[src/verilog/timer_pkg.sv]
// Constants and types for the cycle timer block.
// Assumes APB with 32-bit data; registers sit four bytes per printed index.
package timer_pkg;

	localparam int unsigned NUM_TIMERS   = 2;
	localparam int unsigned ADDR_W       = 8;
	localparam int unsigned DATA_W       = 32;
	localparam int unsigned CYCLE_W      = 6;
	localparam int unsigned REP_W        = 3;
	localparam int unsigned TICK_W       = 16;

	// Printed register indices
	localparam logic [ADDR_W-1:0] IDX_T0_CYCLE_SET   = 8'h30;
	localparam logic [ADDR_W-1:0] IDX_T0_TICK_OFFSET = 8'h32;
	localparam logic [ADDR_W-1:0] IDX_T1_CYCLE_SET   = 8'h34;
	localparam logic [ADDR_W-1:0] IDX_T1_TICK_OFFSET = 8'h36;
	localparam logic [ADDR_W-1:0] IDX_STATUS         = 8'h38;

	// Byte address is four times the index
	localparam logic [9:0] ADR_T0_CYCLE_SET   = {IDX_T0_CYCLE_SET, 2'b00};
	localparam logic [9:0] ADR_T0_TICK_OFFSET = {IDX_T0_TICK_OFFSET, 2'b00};
	localparam logic [9:0] ADR_T1_CYCLE_SET   = {IDX_T1_CYCLE_SET, 2'b00};
	localparam logic [9:0] ADR_T1_TICK_OFFSET = {IDX_T1_TICK_OFFSET, 2'b00};
	localparam logic [9:0] ADR_STATUS         = {IDX_STATUS, 2'b00};

	// Cycle set field positions
	localparam int unsigned BASE_LSB = 0;
	localparam int unsigned BASE_MSB = 5;
	localparam int unsigned REP_LSB  = 8;
	localparam int unsigned REP_MSB  = 10;

	// Status register field positions
	localparam int unsigned ST_FIRED_LSB = 0;
	localparam int unsigned ST_CYCLE_LSB = 8;
	localparam int unsigned ST_TICK_LSB  = 16;

	localparam logic [REP_W-1:0]  REP_MAX         = 3'h6;
	localparam logic [15:0]       CFG_RESET       = 16'h0000;
	localparam logic [DATA_W-1:0] RDATA_ZERO      = 32'h0000_0000;

	typedef struct packed {
		logic [REP_W-1:0]   repeat_f;
		logic [CYCLE_W-1:0] base_f;
	} cycle_set_t;

	typedef struct packed {
		cycle_set_t        cycle_set;
		logic [TICK_W-1:0] tick_offset;
	} timer_cfg_t;

	typedef struct packed {
		logic               cycle_start;
		logic               tick_strobe;
		logic [CYCLE_W-1:0] cycle;
		logic [TICK_W-1:0]  tick;
	} global_time_t;

endpackage

[src/verilog/cycle_timer_interrupts.sv]
// Two global-time timers: cycle set plus macrotick offset, programmed over APB.
// Assumes the protocol timing logic drives cycle and macrotick on clk.
//
// Function
// - Two independent timers, each firing at chosen points of global time.
// - Each cycle set is nine bits: base cycle plus repetition.
// - Base cycle is six bits, register bits 5..0, first cycle of set.
// - Repetition is three bits, register bits 10..8; only 0..6 meaningful.
// - Sixteen-bit macrotick offset; fires when the count reaches it in set cycles.
// - Timer 0 cycle set at index 0x30; other bits reserved.
// - Timer 0 macrotick offset fills all sixteen bits at index 0x32.
// - Timer 1 cycle set at index 0x34, same fields as timer 0.
// - Timer 1 macrotick offset fills all sixteen bits at index 0x36.
// - Hard reset clears all four configuration registers.
`timescale 1ns/1ps
`default_nettype none

module cycle_timer_interrupts #(
	parameter int unsigned NUM_TIMERS = timer_pkg::NUM_TIMERS
) (
	// Clock and reset
	input  wire logic                                    clk,
	input  wire logic                                    sys_rst,
	// APB slave
	input  wire logic                                    psel,
	input  wire logic                                    penable,
	input  wire logic                                    pwrite,
	input  wire logic [9:0]                              paddr,
	input  wire logic [timer_pkg::DATA_W-1:0]            pwdata,
	input  wire logic [3:0]                              pstrb,
	output logic      [timer_pkg::DATA_W-1:0]            prdata,
	output logic                                         pready,
	output logic                                         pslverr,
	// Global time from the protocol timing logic
	input  wire timer_pkg::global_time_t                 gtime,
	// One-cycle timer events to the controller interrupt logic
	output logic      [NUM_TIMERS-1:0]                   timer_event
);

	timer_pkg::timer_cfg_t cfg_r [NUM_TIMERS];
	logic [NUM_TIMERS-1:0] hit;
	logic [NUM_TIMERS-1:0] fired_r;
	logic                  setup;
	logic                  wr_access;
	logic                  mapped;
	logic [timer_pkg::DATA_W-1:0] rd_nxt;

	assign setup     = psel & ~penable;
	assign wr_access = psel & penable & pwrite;
	assign pready    = 1'b1;

	always_comb begin
		unique case (paddr)
			timer_pkg::ADR_T0_CYCLE_SET,
			timer_pkg::ADR_T0_TICK_OFFSET,
			timer_pkg::ADR_T1_CYCLE_SET,
			timer_pkg::ADR_T1_TICK_OFFSET,
			timer_pkg::ADR_STATUS: mapped = 1'b1;
			default:               mapped = 1'b0;
		endcase
	end

	// Unmapped access errors in the access phase
	assign pslverr = psel & penable & ~mapped;

	// Register writes, low two byte lanes only
	for (genvar t = 0; t < NUM_TIMERS; t++) begin : g_cfg
		localparam logic [9:0] CS_ADR = (t == 0) ? timer_pkg::ADR_T0_CYCLE_SET
		                                         : timer_pkg::ADR_T1_CYCLE_SET;
		localparam logic [9:0] MO_ADR = (t == 0) ? timer_pkg::ADR_T0_TICK_OFFSET
		                                         : timer_pkg::ADR_T1_TICK_OFFSET;

		always_ff @(posedge clk or posedge sys_rst) begin
			if (sys_rst) begin
				cfg_r[t] <= timer_pkg::timer_cfg_t'({9'h000, timer_pkg::CFG_RESET});
			end else if (wr_access) begin
				if (paddr == CS_ADR) begin
					if (pstrb[0]) begin
						cfg_r[t].cycle_set.base_f <=
							pwdata[timer_pkg::BASE_MSB:timer_pkg::BASE_LSB];
					end
					if (pstrb[1]) begin
						cfg_r[t].cycle_set.repeat_f <=
							pwdata[timer_pkg::REP_MSB:timer_pkg::REP_LSB];
					end
				end
				if (paddr == MO_ADR) begin
					if (pstrb[0]) begin
						cfg_r[t].tick_offset[7:0] <= pwdata[7:0];
					end
					if (pstrb[1]) begin
						cfg_r[t].tick_offset[15:8] <= pwdata[15:8];
					end
				end
			end
		end

		// Cycle set match and macrotick compare
		logic [timer_pkg::REP_W-1:0]   rep_eff;
		logic [timer_pkg::CYCLE_W-1:0] rep_mask;
		logic                          in_set;

		// Repetition values above six behave as six
		assign rep_eff  = (cfg_r[t].cycle_set.repeat_f > timer_pkg::REP_MAX)
		                ? timer_pkg::REP_MAX : cfg_r[t].cycle_set.repeat_f;
		assign rep_mask = timer_pkg::CYCLE_W'((7'd1 << rep_eff) - 7'd1);
		// Base not below 2^rep never matches; software must avoid it
		assign in_set   = ((gtime.cycle & rep_mask) == cfg_r[t].cycle_set.base_f);
		assign hit[t]   = gtime.tick_strobe & in_set
		                & (gtime.tick == cfg_r[t].tick_offset);
	end

	// Registered one-cycle event per timer
	always_ff @(posedge clk or posedge sys_rst) begin
		if (sys_rst) begin
			timer_event <= '0;
		end else begin
			timer_event <= hit;
		end
	end

	// Fired-this-cycle flags; a hit wins over the cycle start clear
	always_ff @(posedge clk or posedge sys_rst) begin
		if (sys_rst) begin
			fired_r <= '0;
		end else begin
			fired_r <= (gtime.cycle_start ? '0 : fired_r) | hit;
		end
	end

	// Read data mux
	always_comb begin
		rd_nxt = timer_pkg::RDATA_ZERO;
		unique case (paddr)
			timer_pkg::ADR_T0_CYCLE_SET: begin
				rd_nxt[timer_pkg::REP_MSB:timer_pkg::REP_LSB]   = cfg_r[0].cycle_set.repeat_f;
				rd_nxt[timer_pkg::BASE_MSB:timer_pkg::BASE_LSB] = cfg_r[0].cycle_set.base_f;
			end
			timer_pkg::ADR_T0_TICK_OFFSET: begin
				rd_nxt[15:0] = cfg_r[0].tick_offset;
			end
			timer_pkg::ADR_T1_CYCLE_SET: begin
				rd_nxt[timer_pkg::REP_MSB:timer_pkg::REP_LSB]   = cfg_r[1].cycle_set.repeat_f;
				rd_nxt[timer_pkg::BASE_MSB:timer_pkg::BASE_LSB] = cfg_r[1].cycle_set.base_f;
			end
			timer_pkg::ADR_T1_TICK_OFFSET: begin
				rd_nxt[15:0] = cfg_r[1].tick_offset;
			end
			timer_pkg::ADR_STATUS: begin
				rd_nxt[timer_pkg::ST_FIRED_LSB +: NUM_TIMERS]        = fired_r;
				rd_nxt[timer_pkg::ST_CYCLE_LSB +: timer_pkg::CYCLE_W] = gtime.cycle;
				rd_nxt[timer_pkg::ST_TICK_LSB +: timer_pkg::TICK_W]   = gtime.tick;
			end
			default: begin
				rd_nxt = timer_pkg::RDATA_ZERO;
			end
		endcase
	end

	// Read data captured in the setup phase, held through access
	always_ff @(posedge clk or posedge sys_rst) begin
		if (sys_rst) begin
			prdata <= timer_pkg::RDATA_ZERO;
		end else if (setup & ~pwrite) begin
			prdata <= rd_nxt;
		end
	end

endmodule

`default_nettype wire

[config.mk]
export PLATFORM = sky130hd
export DESIGN_NAME = cycle_timer_interrupts
export DESIGN_NICKNAME = d
export VERILOG_FILES = /design/src/verilog/timer_pkg.sv /design/src/verilog/cycle_timer_interrupts.sv
export SDC_FILE = /design/constraint.sdc
export NUM_CORES = 1
export LEC_CHECK = 0
export BUFFER_PORTS_ARGS = -buffer_cell sky130_fd_sc_hd__buf_2
export CAP_MARGIN = 30
export CORE_MARGIN = 2
export CORE_UTILIZATION = 35
export DETAILED_ROUTE_END_ITERATION = 10
export RECOVER_POWER = 25
export SYNTH_ARGS = -nofsm -noshare
export SYNTH_HDL_FRONTEND = slang
export SYNTH_SLANG_ARGS = --single-unit
[constraint.sdc]
create_clock -name clk -period 4.6 [get_ports clk]
set_input_delay 0.46 -clock clk [delete_from_list [all_inputs] [get_ports clk]]
set_output_delay 0.46 -clock clk [all_outputs]
set_load 0.05 [all_outputs]
==> key figures <==
Status
  • Status: finished with violations
  • Failing checks: max-capacitance violations, max-slew violations

Placed design
  • I/O Buffers: 91
  • Placed cells: around 630
  • GPL Wtd Cong: 0.849
  • Placed cell area: 5060 um2
  • Detailed placement HPWL: 9330 um

STA
  • Max Slew Vio Count: 39
  • Final hold slack: 0.358 ns
  • Slew Limit Headroom: -15.0%
  • Final hold vios: 0
  • Final min period: 2.32 ns
  • Fmax: between 0.4 and 0.5 GHz
  • Unrepaired setup endpoints after global routing: no
  • Final Cycle Share: 50.5%
  • Clk_skew: 0.00635 ns
  • Final setup fails: 0
  • Worst slew pin tran: 1.71 ns
  • Final setup TNS: 0 ns

Route
  • Via density: 5.19
  • Initial DRC Count: 278
  • Total routed wirelength: 12100 um
  • Vias: 3319
  • DRC: 0
  • DRT Pass-1 Iters: 6
  • Remaining antenna violation count after routing: 0
  • Routed WL per cell: 19.0 um

Cells and area
  • Fraction of layout cells with a size suffix above 1: 35.3%
  • Ant. Diodes: 0
  • Cell area after layout: around 5300 um2
  • Final Non-Filler Cells: 640
  • Synthesis-to-finish area growth: 18.7%
  • NumNets Final: 539

GRT
  • Met3 Resource Use GR: 4.89%
  • Initial antenna violation count: 0
  • Vias in the first global route: 3224
  • Remaining Overflow, GRT: 0
  • Met1 Track Usage GR: 23.6%
  • GR Util met2: between 30% and 40%
  • First-pass GRT wire length: 18500 um
  • Largest net degree at the start of global routing: 50
  • Global-route usage over all layers: 18.6%
  • Busiest grt layer: met2

Pwr
  • Share of total power in sequential cells: 48.4%
  • Leakage: around 2.6 nW
  • Clock network power share: 43.2%
  • Pwr/cell area: 298 nW/um2
  • NetSw: 0.000383 W
  • Max IR drop VDD: 0.000167 V
  • Sw Ratio: between 20% and 30%
  • Part of the power in combinational logic: 8.4%
  • Cell Int Power: 0.00120 W

Synthesis
  • Synth Instances: 375
  • Syn Nets: 450
  • Area leader, netlist: dfrtp_1
  • Distinct cell type count after synthesis: 53
  • Avg Inst Size Synth: 11.9 um2
  • Synth area leaders: dfrtp_1 48%, mux2_2 12%, xor2_1 5.5%
  • Top-area cell type share of the netlist area: approximately half
  • YS warnings: 0
  • Post-synth EDFFs: 0
  • Sequential area share after synthesis: 48.2%
  • Primary FF master, synth: dfrtp_1
  • Asr flop ratio synth: between 90% and 100%
  • Syn Std Cell Area: 4460 um2
  • Post-synthesis register bit count: 86

Setup path
  • Worst path arrival time: 1.86 ns
  • Crit path top cell by count: buf_2
  • CP max stage cell: buf_2
  • Critical Path Start Type: input pin
  • Critical path class: in -> out
  • Reg2reg setup slack: 2.65 ns
  • Crit-path max cell delay: 0.47 ns
  • Top delay family on crit path: buffers and inverters
  • CP Capture Type: output port
  • Req. time, crit path: 4.14 ns
  • Cell breakdown of the critical path: buf_2 > nor2b_1 > nand2_1 > a21oi_1 > nor2_1 > buf_2
  • CP bufs+invs: 2
  • CP Max Fanout: 23

Clocking
  • CTS clock-pin slew for the worst setup and hold paths: 0.06 ns
  • Post_cts resized: 0
  • # hold bufs at CTS: 0
  • Clock sinks: 86
  • Num CTS Buffers: 9
  • Bufs on Longest Clock Path: 2
  • CTS Root Cell: clkbuf_16
  • Worst skew pair latency: 0.34 ns
  • Setup bufs post-CTS: 0
  • TritonCTS clock tree: built
  • CTS H-tree depth: 3

Die
  • Core area: approximately 13000 um2
  • Die X: 117 um
  • Row cnt: a little over 40
  • Initial Utilization: 35.6%
  • Die Area: between 10000 and 15000 um2
  • Die H: 117 um
  • Ports: 111

Run
  • Max Cap Violations: 1

Min path
  • Min-delay worst type: in -> reg
==> cell families (layout without fill, tap and decap cells) <==
group / count (synthesis) / count (layout) / share of synthesized area [%]
muxes: 59 / 59 / 15.5
DFF: 86 / 86 / 48.2
and+or+nand+nor: 97 / 97 / 13.9
AOI/OAI and AO/OA: 70 / 70 / 11.8
xor gates and xnor gates: 40 / 40 / 7.85
buffers and inverters: 22 / 115 / 2.61
other: 1 / 1 / 0.0841
==> final cells by class <==
cell class / count / area, um2
inverters: 7 / 27.5
well taps: 172 / 215
repair buffers: 93 / 454
fillers: 1230 / 7220
clock buffers: 14 / 264
multi-input cells: 267 / 2180
flip-flops and latches: 86 / 2150
clock inverters: 1 / 5.00
==> final timing paths <==
| path | end | cells past startpoint | start |
|---|---|---|---|
| setup / recovery | pslverr | 6 | paddr[4] |
| hold / removal | cfg_r[31] | 2 | pwdata[6] |
| setup reg to reg | timer_event[0] | 4 | cfg_r[40] |
| hold reg to reg | prdata[8] | 2 | prdata[8] |
| max in group asynchronous | prdata[2] | 3 | sys_rst |
| min in group asynchronous | prdata[19] | 2 | sys_rst |
==> cells in the final DEF (no fill, tap or decap), drive strengths merged, types with 4 or more instances in the layout <==
| cell | instances |
|---|---|
| a21oi | 6 |
| a22o | 20 |
| a32oi | 7 |
| buf | 80 |
| clkbuf | 27 |
| dfrtp | 86 |
| inv | 6 |
| mux2 | 50 |
| mux2i | 6 |
| nand2 | 41 |
| nand3 | 7 |
| nand4 | 4 |
| nor2 | 10 |
| nor3 | 8 |
| nor4 | 8 |
| o211ai | 4 |
| o21ai | 16 |
| xnor2 | 12 |
| xor2 | 28 |
==> worst register-to-register path, delay by kind of cell (launching register included) <==
family	cells	cell delay [ns]
xor gates and xnor gates	1	0.34
DFF	1	0.40
AOI/OAI and AO/OA	1	0.20
and+or+nand+nor	2	0.88
==> synth_stat cells, types with 2 or more instances <==
cell       instances
buf_4              2
nor4_4             2
nand2_1           36
nand3b_1           2
o31ai_1            3
mux2_1             2
o2111ai_1          2
o21ai_0           14
xnor2_1           12
a221oi_1           2
a22o_1            20
o211ai_1           4
a32oi_1            7
mux2i_1            6
buf_2              3
a31oi_1            2
nor2_1             7
and2_1             2
mux4_2             3
nor3_4             3
nor2b_1            3
buf_6              3
nand2_2            5
nor4_1             6
nor3_1             4
and4b_1            2
o32ai_2            2
o21ai_1            2
o2bb2ai_1          2
or4_1              2
mux2_2            48
nand4_1            4
and4_1             2
inv_1              7
nor2_2             3
a21o_1             2
clkbuf_1           6
nand3_1            6
dfrtp_1           86
a21oi_1            6
xor2_1            28
==> power groups by stage <==
stage | clock, W | sequential [W] | combinational [W]
final | 0.000682 | 0.000763 | 0.000133
after global routing | 0.000725 | 0.000763 | 0.000146
after CTS | 0.000694 | 0.000763 | 0.000136
after detailed placement | 0 | 0.000777 | 0.000135
after global placement | 0 | 0.000777 | 0.000133
after floorplan | 0 | 0.000787 | 0.0000618
==> per-layer routing <==
metal  part of all wire [%]  wire [um]  up-vias
li1                       -          -     1557
met1                     42       5130     1637
met2                     49       5940      102
met3                    6.6        796       23
met4                    2.2        264        0
met5                      0          0        -
==> registers in the layout, summed over array words and instances, names as in the netlist <==
signal       count
prdata          32
timer_event      2
cfg_r           50
fired_r          2
==> through the flow <==
| stage | utilization, % | worst slack (ns) | total power [W] |
|---|---|---|---|
| floorplan | - | 1.92 | 0.000849 |
| global placement | 40.4 | 2.23 | 0.000910 |
| detailed placement | 40.4 | 2.24 | 0.000913 |
| CTS | 42.6 | 2.24 | 0.00159 |
| global route | 42.3 | 2.12 | 0.00163 |
| finish | 42.3 | 2.28 | 0.00158 |
No activity file was read; power rests on OpenSTA's default activity.
